## src/verilog/icfu_pkg.sv

```systemverilog
// Constants, opcode classes and carriers for the cycle and flag controller.
// Assumes the fetch stage classifies each instruction before handing it over.
//
// Behaviour
// (RQ1) Jumps, calls, indirect moves, returns take two cycles
// (RQ2) Conditional skips take two cycles when met
// (RQ3) Unmet skip completes in one cycle
// (RQ4) All other instructions take one cycle
// (RQ5) Arithmetic, compares and counting skips update all flags
// (RQ6) Logic, negate, memory loads update zero only; the code writes no flags for the logic class OPC_XOR_IO
// (RQ7) Shifts carry only; restore all; others none
// (RQ8) Bit access to memory only below 0x40
// (RQ9) Interrupt exit sets global interrupt enable
// (RQ10) Interrupt entry clears global interrupt enable
// (RQ11) Skip cycle discards next instruction, no flags
package icfu_pkg;

    // ************************************************************
    // Flag write mask positions
    // ************************************************************
    localparam int          FLAG_Z   = 0;
    localparam int          FLAG_C   = 1;
    localparam int          FLAG_AC  = 2;
    localparam int          FLAG_OV  = 3;
    localparam logic [3:0]  FMASK_NONE = 4'h0;
    localparam logic [3:0]  FMASK_ALL  = 4'hf;
    localparam logic [3:0]  FMASK_Z    = 4'h1;
    localparam logic [3:0]  FMASK_C    = 4'h2;

    // ************************************************************
    // Memory window for bit-granular access
    // ************************************************************
    localparam int          ADDR_W       = 8;
    localparam logic [7:0]  BIT_ADDR_MAX = 8'h3f;

    // ************************************************************
    // Instruction classes
    // ************************************************************
    typedef enum logic [3:0] {
        OPC_PLAIN     = 4'h0,  // moves, clear, swap, nop, system
        OPC_BRANCH    = 4'h1,  // goto, call, indirect move, pc add, ret
        OPC_INT_EXIT  = 4'h2,
        OPC_SKIP_CMP  = 4'h3,  // compare and count skips
        OPC_SKIP_BIT  = 4'h4,  // test_low_skip / test_high_skip
        OPC_ARITH     = 4'h5,
        OPC_LOGIC_Z   = 4'h6,  // logic, not, negate, loads to acc
        OPC_XOR_IO    = 4'h7,
        OPC_CARRY     = 4'h8,  // shift_right, shift_left, rotates, exchange
        OPC_RESTORE   = 4'h9,
        OPC_BIT_WR    = 4'ha,  // bit_set_op / bit_clear_op
        OPC_GIE_ON    = 4'hb,
        OPC_GIE_OFF   = 4'hc
    } icfu_opc_e;

    typedef struct packed {
        icfu_opc_e          opc;
        logic               mem_target;  // operand is data memory, not IO
        logic [ADDR_W-1:0]  addr;
        logic               skip_met;    // skip condition from the ALU
    } icfu_instr_s;

    typedef struct packed {
        logic               done;        // instruction completed
        logic               two_cycle;   // it took two cycles
        logic               discard;     // next fetch is dropped
        logic [3:0]         flag_we;
        logic               bit_reject;  // bit access outside window
    } icfu_status_s;

endpackage

```

## src/verilog/icfu_ctrl.sv

```systemverilog
// Cycle-count and flag-update controller for the 8-bit core.
// Assumes one classified instruction per request, offered while ready is high.
`timescale 1ns/1ps

module icfu_ctrl
    import icfu_pkg::*;
(
    input  wire logic          mclk,
    input  wire logic          rst,
    input  wire logic          instr_valid,
    input  wire icfu_instr_s   instr,
    input  wire logic          irq_entry,
    output logic               instr_ready_ff,
    output icfu_status_s       status_ff,
    output logic               gie_ff
);

    // ************************************************************
    // Decode helpers
    // ************************************************************
    function automatic logic [3:0] flag_mask(input icfu_opc_e opc);
        unique case (opc)
            OPC_ARITH, OPC_SKIP_CMP: flag_mask = FMASK_ALL;  // [RQ5]
            OPC_LOGIC_Z:             flag_mask = FMASK_Z;    // [RQ6]
            OPC_CARRY:               flag_mask = FMASK_C;    // [RQ7]
            OPC_RESTORE:             flag_mask = FMASK_ALL;  // [RQ7]
            default:                 flag_mask = FMASK_NONE; // [RQ6] [RQ7]
        endcase
    endfunction

    function automatic logic is_bit_op(input icfu_opc_e opc);
        is_bit_op = (opc == OPC_SKIP_BIT) || (opc == OPC_BIT_WR);
    endfunction

    typedef enum logic [1:0] {
        ST_IDLE  = 2'b01,
        ST_EXTRA = 2'b10
    } icfu_state_e;

    icfu_state_e state_ff;
    logic        take;
    logic        reject;
    logic        skip_go;
    logic        two;
    logic        skip_pend_ff;

    assign take    = instr_valid && instr_ready_ff;
    // Out-of-window bit access is refused and behaves as a one-cycle no-op
    assign reject  = is_bit_op(instr.opc) && instr.mem_target
                     && (instr.addr > BIT_ADDR_MAX);                     // [RQ8]
    assign skip_go = instr.skip_met && !reject
                     && (instr.opc == OPC_SKIP_CMP || instr.opc == OPC_SKIP_BIT);
    assign two     = (instr.opc == OPC_BRANCH) || (instr.opc == OPC_INT_EXIT)  // [RQ1]
                     || skip_go;                                          // [RQ2] [RQ3] [RQ4]

    // ************************************************************
    // Sequencer
    // ************************************************************
    always_ff @(posedge mclk) begin
        if (rst) begin
            state_ff       <= ST_IDLE;
            instr_ready_ff <= 1'b1;
            skip_pend_ff   <= 1'b0;
        end else begin
            unique case (state_ff)
                ST_IDLE: begin
                    if (take && two) begin
                        state_ff       <= ST_EXTRA;
                        instr_ready_ff <= 1'b0;
                        skip_pend_ff   <= skip_go;
                    end
                end
                ST_EXTRA: begin
                    state_ff       <= ST_IDLE;
                    instr_ready_ff <= 1'b1;
                    skip_pend_ff   <= 1'b0;
                end
                default: begin
                    state_ff       <= ST_IDLE;
                    instr_ready_ff <= 1'b1;
                    skip_pend_ff   <= 1'b0;
                end
            endcase
        end
    end

    // ************************************************************
    // Status outputs
    // ************************************************************
    // Flags are written in the first cycle; a second cycle never writes them
    always_ff @(posedge mclk) begin
        if (rst) begin
            status_ff <= '0;
        end else begin
            status_ff.flag_we    <= take ? (reject ? FMASK_NONE : flag_mask(instr.opc))
                                         : FMASK_NONE;
            status_ff.bit_reject <= take && reject;                      // [RQ8]
            status_ff.done       <= (take && !two) || (state_ff == ST_EXTRA);  // [RQ3] [RQ4]
            status_ff.two_cycle  <= (state_ff == ST_EXTRA);              // [RQ1] [RQ2]
            status_ff.discard    <= (state_ff == ST_EXTRA) && skip_pend_ff; // [RQ11]
        end
    end

    // ************************************************************
    // Global interrupt enable
    // ************************************************************
    // Entry wins over a simultaneous exit so a new handler is never reentered
    always_ff @(posedge mclk) begin
        if (rst) begin
            gie_ff <= 1'b0;
        end else if (irq_entry) begin
            gie_ff <= 1'b0;                                              // [RQ10]
        end else if (take && (instr.opc == OPC_INT_EXIT || instr.opc == OPC_GIE_ON)) begin
            gie_ff <= 1'b1;                                              // [RQ9]
        end else if (take && instr.opc == OPC_GIE_OFF) begin
            gie_ff <= 1'b0;
        end
    end

    // ************************************************************
    // Checks
    // ************************************************************
    a_branch_two_cyc: assert property (@(posedge mclk) disable iff (rst) // [RQ1]
        take && instr.opc == OPC_BRANCH |=> !instr_ready_ff ##1 status_ff.done
            && status_ff.two_cycle)
        else $error("branch did not take two cycles");

    a_skip_met_two: assert property (@(posedge mclk) disable iff (rst) // [RQ2]
        take && instr.opc == OPC_SKIP_CMP && instr.skip_met |=> ##1 status_ff.discard)
        else $error("met skip did not discard next");

    a_skip_unmet_one: assert property (@(posedge mclk) disable iff (rst) // [RQ3]
        take && instr.opc == OPC_SKIP_CMP && !instr.skip_met
            |=> status_ff.done && instr_ready_ff && !status_ff.two_cycle)
        else $error("unmet skip not single cycle");

    a_other_one_cyc: assert property (@(posedge mclk) disable iff (rst) // [RQ4]
        take && instr.opc == OPC_ARITH |=> status_ff.done && instr_ready_ff)
        else $error("plain instruction not single cycle");

    a_arith_all_flags: assert property (@(posedge mclk) disable iff (rst) // [RQ5]
        take && instr.opc == OPC_ARITH |=> status_ff.flag_we == 4'hf)
        else $error("arith did not write all flags");

    a_logic_zero_only: assert property (@(posedge mclk) disable iff (rst) // [RQ6]
        take && instr.opc == OPC_LOGIC_Z |=> status_ff.flag_we == FMASK_Z)
        else $error("logic flag mask wrong");

    a_xor_io_none: assert property (@(posedge mclk) disable iff (rst) // [RQ6]
        take && instr.opc == OPC_XOR_IO |=> status_ff.flag_we == FMASK_NONE)
        else $error("io xor wrote flags");

    a_carry_only: assert property (@(posedge mclk) disable iff (rst) // [RQ7]
        take && instr.opc == OPC_CARRY |=> status_ff.flag_we == 4'h2)
        else $error("shift flag mask wrong");

    a_bit_window: assert property (@(posedge mclk) disable iff (rst) // [RQ8]
        take && instr.opc == OPC_BIT_WR && instr.mem_target && instr.addr > 8'h3f
            |=> status_ff.bit_reject && status_ff.done)
        else $error("bit access above window not refused");

    a_exit_sets_gie: assert property (@(posedge mclk) disable iff (rst) // [RQ9]
        take && instr.opc == OPC_INT_EXIT && !irq_entry |=> gie_ff)
        else $error("interrupt exit left enable clear");

    a_entry_clrs_gie: assert property (@(posedge mclk) disable iff (rst) // [RQ10]
        irq_entry |=> !gie_ff)
        else $error("interrupt entry left enable set");

    a_discard_noflag: assert property (@(posedge mclk) disable iff (rst) // [RQ11]
        status_ff.discard |-> status_ff.flag_we == 4'h0 && status_ff.done)
        else $error("discarded slot wrote flags");

    // Remaining classes, so that every decoded code has a check behind it
    a_restore_all: assert property (@(posedge mclk) disable iff (rst) // [RQ7]
        take && instr.opc == OPC_RESTORE |=> status_ff.flag_we == FMASK_ALL)
        else $error("restore did not reload all flags");

    a_skip_cmp_flags: assert property (@(posedge mclk) disable iff (rst) // [RQ5]
        take && instr.opc == OPC_SKIP_CMP |=> status_ff.flag_we == FMASK_ALL)
        else $error("compare skip did not write all flags");

    a_quiet_classes: assert property (@(posedge mclk) disable iff (rst) // [RQ7]
        take && (instr.opc inside {OPC_PLAIN, OPC_BRANCH, OPC_INT_EXIT, OPC_BIT_WR,
                                   OPC_SKIP_BIT, OPC_GIE_ON, OPC_GIE_OFF})
            |=> status_ff.flag_we == FMASK_NONE)
        else $error("flagless instruction wrote flags");

    a_exit_two_cyc: assert property (@(posedge mclk) disable iff (rst) // [RQ1]
        take && instr.opc == OPC_INT_EXIT |=> !instr_ready_ff ##1 status_ff.done
            && status_ff.two_cycle)
        else $error("interrupt exit did not take two cycles");

    // Ready is low for one cycle only, so a stalled fetch cannot hang
    a_ready_one_low: assert property (@(posedge mclk) disable iff (rst) // [RQ1]
        !instr_ready_ff |=> instr_ready_ff)
        else $error("ready held low too long");

    a_bit_skip_two: assert property (@(posedge mclk) disable iff (rst) // [RQ2]
        take && instr.opc == OPC_SKIP_BIT && instr.skip_met
            && !(instr.mem_target && instr.addr > BIT_ADDR_MAX)
            |=> !instr_ready_ff ##1 status_ff.discard && status_ff.two_cycle)
        else $error("met bit skip did not take two cycles");

    a_bit_unmet_one: assert property (@(posedge mclk) disable iff (rst) // [RQ3]
        take && instr.opc == OPC_SKIP_BIT && !instr.skip_met
            |=> status_ff.done && instr_ready_ff && !status_ff.two_cycle)
        else $error("unmet bit skip not single cycle");

    // A refused bit skip must not leave a discard behind it
    a_bit_skip_refused: assert property (@(posedge mclk) disable iff (rst) // [RQ8]
        take && instr.opc == OPC_SKIP_BIT && instr.mem_target && instr.addr > BIT_ADDR_MAX
            |=> status_ff.bit_reject && status_ff.done && instr_ready_ff ##1 !status_ff.discard)
        else $error("bit skip above window not refused");

    a_io_bit_kept: assert property (@(posedge mclk) disable iff (rst) // [RQ8]
        take && (instr.opc == OPC_SKIP_BIT || instr.opc == OPC_BIT_WR) && !instr.mem_target
            |=> !status_ff.bit_reject)
        else $error("io bit access refused");

    a_discard_in_extra: assert property (@(posedge mclk) disable iff (rst) // [RQ11]
        status_ff.discard |-> status_ff.two_cycle && instr_ready_ff)
        else $error("discard outside second cycle");

endmodule

```

## config.mk

```make
export PLATFORM = sky130hd
export DESIGN_NAME = icfu_ctrl
export DESIGN_NICKNAME = d
export VERILOG_FILES = /design/src/verilog/icfu_pkg.sv /design/src/verilog/icfu_ctrl.sv
export SDC_FILE = /design/constraint.sdc
export NUM_CORES = 1
export LEC_CHECK = 0
export BUFFER_PORTS_ARGS = -buffer_cell sky130_fd_sc_hd__clkbuf_2
export CORE_ASPECT_RATIO = 1.5
export CORE_MARGIN = 2
export CORE_UTILIZATION = 25
export DETAILED_ROUTE_END_ITERATION = 12
export PLACE_DENSITY = 0.5
export SYNTH_ARGS = -nofsm -noshare
export SYNTH_HDL_FRONTEND = slang
export SYNTH_SLANG_ARGS = --single-unit
```

## constraint.sdc

```tcl
create_clock -name mclk -period 3.16 [get_ports mclk]
set_input_delay 0.158 -clock mclk [delete_from_list [all_inputs] [get_ports mclk]]
set_output_delay 0.158 -clock mclk [all_outputs]
set_load 0.005 [all_outputs]
```

## Yosys cells after proc, flatten, opt, wreduce, memory -nomap -nowiden

Cells that the tools add are included.

| storage, ports and cells | value |
|---|---|
| register bits | 13 |
| output and inout bits | 10 |
| word-level logic and storage cells | 52 |

| cells by class | value |
|---|---|
| bitwise gates (word level) | 2 |
| multiplexer cells | 3 |
| $lt $le $gt $ge | 1 |
| eq/ne operators | 13 |
| reductions and logical operators | 24 |

Operators by type and width:

| cell | number |
|---|---|
| $eq 4x4->1 const B | 5 |
| $eq 4x3->1 const B | 3 |
| $pmux 4 s3 | 1 |
| $logic_and 1x1->1 | 11 |
| $eq 4x2->1 const B | 2 |
| $gt 8x6->1 const B | 1 |
| $logic_or 1x1->1 | 6 |
| $reduce_or 3->1 | 2 |
| $eq 4x1->1 const B | 1 |
| $reduce_or 2->1 | 2 |
| $eq 2x1->1 const B | 1 |
| $eq 2x2->1 const B | 1 |
| $logic_not 1->1 | 2 |
| $mux 1 | 2 |
| $not 1->1 | 2 |
| $reduce_bool 2->1 | 1 |

## Logic depth before layout (Yosys ltp)

Gate-level depths: netlist of the first run.

| depth | value |
|---|---|
| word-level depth | 11 |
| depth in mapped cells | 5 |

## Worst setup path after synthesis of the first run

OpenSTA, ideal clock, no wires.

| path | value |
|---|---|
| kind | register to register |
| start point | register state_ff[0] (netlist name) |
| end point | register status_ff[0] (netlist name) |
| path slack | 2.106 ns |
| arrival time | 0.966 ns |
| library setup time | 0.088 ns |
| clock period less this slack | 1.054 ns |
| stages on the path, launching flop included | 4 |
| cell sequence | dfxtp_1 > nand2_2 > or2_1 > nor4_2 |

RTL lines:

| element | RTL line | text |
|---|---|---|
| end, declared | icfu_ctrl.sv:14 | `output icfu_status_s status_ff,` |

## Worst setup path after layout of the first run

| path | value |
|---|---|
| start point | register state_ff[0] |
| end point | register skip_pend_ff |

| on the way | value |
|---|---|
| longest elaborated chain between the ends | 3 |

Ends and longest elaborated chain:

| element | RTL line | text |
|---|---|---|
| start, declared | icfu_ctrl.sv:40 | `icfu_state_e state_ff;` |
| start signal, assigned | icfu_ctrl.sv:61 | `state_ff <= ST_IDLE;` |
| start signal, assigned | icfu_ctrl.sv:68 | `state_ff <= ST_EXTRA;` |
| start signal, assigned | icfu_ctrl.sv:74 | `state_ff <= ST_IDLE;` |
| $eq 2x1->1 | icfu_ctrl.sv:65 | `unique case (state_ff)` |
| $not 1->1 (no source line) | - |  |
| $reduce_or 2->1 (no source line) | - |  |
| end signal, assigned | icfu_ctrl.sv:70 | `skip_pend_ff <= skip_go;` |
| end, declared | icfu_ctrl.sv:45 | `logic skip_pend_ff;` |

No other way between the ends.
A chain may end at the register's enable or synchronous reset.

==> results of run 1 <==
-- where the power goes --
group | internal, mW | switching [mW]
clock network | 0.0487 | 0.0418
logic | 0.0198 | 0.0250
registers | 0.142 | 0.00152
total | 0.211 | 0.0683
-- metrics by stage --
step | setup slack, ns | instances | power [mW]
6_report | 1.94 | 103 | 0.279
5_1_grt | 1.79 | 103 | 0.297
4_1_cts | 1.92 | 103 | 0.283
3_5_place_dp | 1.93 | 99 | 0.192
3_3_place_gp | 1.98 | 99 | 0.191
2_1_floorplan | 2.11 | 60 | 0.180
-- how the worst min path moves through the flow --
stage	startpoint	to	slack (ns)	cells past startpoint
floorplan	irq_entry	gie_ff	0.23	1
global route	irq_entry	gie_ff	0.05	2
detailed placement	irq_entry	gie_ff	0.33	2
finish	irq_entry	gie_ff	0.05	2
CTS	irq_entry	gie_ff	0.05	2
global placement	irq_entry	gie_ff	0.33	2
-- state kept, by name, summed over array words and instances, names as in the netlist --
signal	count
state_ff	2
gie_ff	1
skip_pend_ff	1
status_ff	7
-- cells by family after synthesis --
family / Yosys count / synth area share
xor+xnor: 3 / 0.0451
flops: 11 / 0.378
compound gates: 15 / 0.210
simple gates: 25 / 0.270
mux: 1 / 0.0172
buf+inv: 5 / 0.0794
-- area by class of cell --
type                       count  share of cell area
timing repair buffer          21               0.151
multi-input combinational     44               0.454
sequential                    11               0.316
tap                           23              0.0413
clock buffer                   4              0.0377
-- Yosys cell counts (all sizes together) (3+ instances only) --
cell,instances
dfxtp,11
nand2,6
buf,5
o21ai,4
nor2,3
-- per-layer routing --
metal / track usage / share of wire / wire (um) / up-vias
met5: 0 / 0 / 0 / -
met4: 0.0795 / 0.032 / 33 / 0
met3: 0.0287 / 0.061 / 64 / 2
met2: 0.146 / 0.51 / 531 / 17
met1: 0.104 / 0.40 / 415 / 223
li1: - / - / - / 256
==> flow_summary.ini, run 1 <==
[run_status]
status = finished, final reports clean

[setup_path]
critical_path_depth = 4
slowest_stage = dfxtp_1
worstPathMaxFanout = 6
startpoint = state_ff[0]
crit_required_ns = 3.33
max_stage_delay_ns = 0.44
cp_top_family = simple AND/OR/NAND/NOR gates
reg2reg_depth = 4
critical_path.endpoint_type = flop
cp_num_buf_inv = 0
worstSetupPathType = flop to flop
critPathLaunchType = flop
cp.arrival_ns = 1.40
r2r-start = state_ff[0]
r2r_end = skip_pend_ff
r2r_slack_ns = 1.94
critical_path.cell_chain = nand2_2 > nor4_1 > nand3_1 > o41ai_2
endpoint = skip_pend_ff

[sta]
fin_worst_skew_ns = 0.00447
rsz0062_at_grt = false
fin_crit_sh = 0.388
relSlewSlack = 0.717
fin_worst_hold_slack_ns = 0.0536
fin_crit_ns = 1.22
hold_violations = 0
drv_slew = 0
fin_tns_setup_ns = 0
setup_viol = 0
fmax_mhz = 817
worst_pin_slew_ns = 0.421

[floorplanning]
rows = 21
io-pin-count = 28
die-area_um2 = 2740
die_x_um = 43.4
initial_core_util = 0.261
core-area_um2 = 2230
die_height_um = 63.1

[cells_and_area]
multi_input_comb_area_um2 = 317
filler_cell_count = 241
final_cell_area_um2 = 697
layout_commonest_cell = clkbuf_2
drive_above_1_share = 0.400
ff_latch_area_um2 = 220
diodes = 0
fin_util = 0.312
fin_nets = 99
final_cell_mix = 21 x clkbuf_2, 11 x dfxtp_1, 5 x nand2_1, 3 x nor2_1, 3 x clkbuf_4
area_growth_pct = 19.5

[logic_synthesis]
synth_flop_cell = dfxtp_1
async_flop_share = 0
synth_edf_count = 0
yosysSeqAreaShare = 0.378
yosys-top-cells-area = dfxtp_1 38%, buf_6 5.8%, nand2_1 3.2%
synth.distinct_cells = 35
yosysWarnings = 0
synthesis.area_um2 = 583
postSynthAreaPerCell_um2 = 9.72
synth_fp_nets = 78
synth_area_leader_cell = dfxtp_1
yosysTopAreaCellShare = 0.378
netlist_instances = 60
ys_ff_latch = 11

[clocking]
post-cts-setup-buffer-count = 0
cts_buffers = 3
tritoncts_num_sinks = 11
cts_max_level = 1
cts_buffer_depth = 2
ctsHoldBuffers = 0
clkLatencyLatePin_ns = 0.26
path_clk_slew_ns = 0.07
cts_resized = 0
cts_tree = built
clockRootBuffer = clkbuf_4

[power_and_ir_drop]
p_leak_nw = 0.295
ir_drop_v = 0.000136
power_density_nw_per_um2 = 400

[grt]
grt_max_degree = 14
gr-usage-all-layers = 0.0955
grt_pass1_wl_um = 1960
antenna_found_initial = 0
grt_pass1_vias = 476
grt_overflow_total = 0

[detailed_routing]
wl_um = 1050
viasPerCell = 4.83
wl_per_cell_um = 10.1
firstDrtPassIters = 4
drc = 0
drt.antenna.violating_nets = 0
drtIter0Drc = 9
vias = 498

[place]
dpl_cell_area_um2 = 671
dp_hpwl_um = 890
gp_congestion = 0.737
portBuffers = 21

[min_path]
holdCritPathClass = primary input to flop

[job]
drv_cap = 0
(Power assumes the default switching activity.)
==> run 2, diff against run 1 <==
--- a/config.mk
+++ b/config.mk
@@ -10,7 +10,7 @@
 export CORE_MARGIN = 2
 export CORE_UTILIZATION = 25
 export DETAILED_ROUTE_END_ITERATION = 12
-export PLACE_DENSITY = 0.5
+export PLACE_DENSITY = 0.51
 export SYNTH_ARGS = -nofsm -noshare
 export SYNTH_HDL_FRONTEND = slang
 export SYNTH_SLANG_ARGS = --single-unit
==> constraint.sdc (replaced) <==
create_clock -name mclk -period 1.04 [get_ports mclk]
set_input_delay 0.052 -clock mclk [delete_from_list [all_inputs] [get_ports mclk]]
set_output_delay 0.052 -clock mclk [all_outputs]
set_load 0.005 [all_outputs]
==> run 2 against run 1 <==
Final cell count increased by 7.8%. Maximum frequency up 22%. Highest routed layer unchanged. Utilization increased by 4.8 points. Sequential power increased to 3.0 times the previous value. Non-clock buffer count is 8 higher. Via count increased by 5.4%. Clock skew increased by 0.0023 ns. Sequential share of layout area shrank 3.9 points. Critical endpoint is now status_ff[0]. Wire length up 20%. Combinational power grew to 3.9 times the previous value.
==> flow_summary.ini, run 2 (synthesized netlist as in run 1, its figures left out) <==
[sta]
fin_worst_skew_ns = 0.00681
fmax_mhz = 999
worst_pin_slew_ns = 0.251
setup_viol = 0
hold_violations = 0
drv_slew = 0
relSlewSlack = 0.833
fin_crit_sh = 0.962
fin_crit_ns = 1.00
fin_worst_hold_slack_ns = 0.0652
rsz0062_at_grt = true
worst_slack_ns = 0.0392
fin_tns_setup_ns = 0

[clocking]
cts_buffer_depth = 2
cts_max_level = 1
cts_tree = built
tritoncts_num_sinks = 11
path_clk_slew_ns = 0.07
clockRootBuffer = clkbuf_4
clkLatencyLatePin_ns = 0.26
post-cts-setup-buffer-count = 0
cts_buffers = 3

[grt]
grt_pass1_wl_um = 2200
grt_max_degree = 13
grt_overflow_total = 0
antenna_found_initial = 0
gr-usage-all-layers = 0.105
grt_pass1_vias = 521

[cells_and_area]
reg_top3 = status_ff (7), state_ff (2)
filler_cell_count = 230
final_cell_mix = 21 x clkbuf_2, 9 x dfxtp_1, 7 x buf_4, 5 x nand2_1
final_cell_count_no_fill = 111
fin_util = 0.360
final_cell_area_um2 = 803
fin_nets = 107
diodes = 0
layout_commonest_cell = clkbuf_2
drive_above_1_share = 0.511
top_register = status_ff
largest_reg_flops = 7
area_growth_pct = 37.8

[detailed_routing]
vias = 525
viasPerCell = 4.73
drtIter0Drc = 4
drc = 0
firstDrtPassIters = 4
wl_per_cell_um = 11.3
wl_um = 1250
drt.antenna.violating_nets = 0

[power_and_ir_drop]
p_leak_nw = 0.341
power_density_nw_per_um2 = 1110
total_power_mw = 0.894
ir_drop_v = 0.000440

[floorplanning]
io-pin-count = 28
rows = 21
die-area_um2 = 2740
initial_core_util = 0.261
die_x_um = 43.4
core-area_um2 = 2230
die_height_um = 63.1

[place]
gp_congestion = 0.787
place_ws_ns = -0.00594
dp_hpwl_um = 1000
dpl_cell_area_um2 = 724
placed_cells = 106
portBuffers = 21

[setup_path]
worstPathMaxFanout = 4
crit_required_ns = 1.22
cp.arrival_ns = 1.18
critical_path.endpoint_type = flop
worstSetupPathType = flop to flop
critPathLaunchType = flop

[run_status]
status = finished, final reports clean

[job]
drv_cap = 0

[min_path]
holdCritPathClass = primary input to flop
[run 2: critical path, cell delays in order, from the launching register on]
cell     delay [ns]
dfxtp_2        0.35
nand2_4        0.06
or2_4          0.26
nor4_4         0.24
[run 2: cell type report]
type,instances,area [um2],area share
clock buffer,4,26.3,0.0327
tap,23,28.8,0.0358
multi-input combinational,44,358,0.445
timing repair buffer,29,168,0.209
sequential,11,223,0.277
[run 2: final timing paths]
check | startpoint | cells past startpoint | to | slack [ns]
worst min-delay path | instr[0] | 3 | skip_pend_ff | 0.07
worst max-delay path | state_ff[0] | 3 | status_ff[0] | 0.04
worst max register to register | state_ff[0] | 3 | status_ff[0] | 0.04
worst min register to register | skip_pend_ff | 1 | status_ff[5] | 0.46
[run 2: report_power, final]
part	switching, mW	internal [mW]
sequential	0.00444	0.432
combinational	0.0930	0.0831
clock	0.134	0.148
total	0.231	0.663
[run 2: metal layers]
metal	share of wire	up-vias	GRT usage
li1	-	271	-
met1	0.40	231	0.105
met2	0.52	19	0.175
met3	0.049	4	0.0143
met4	0.033	0	0.102
met5	0	-	0
[run 2: timing repair]
action,4_1_cts,5_1_grt
gates cloned,0,0
endpoints found under the hold margin,1,0
hold buffers,1,0
resized for setup,2,6
setup endpoints to repair,1,3
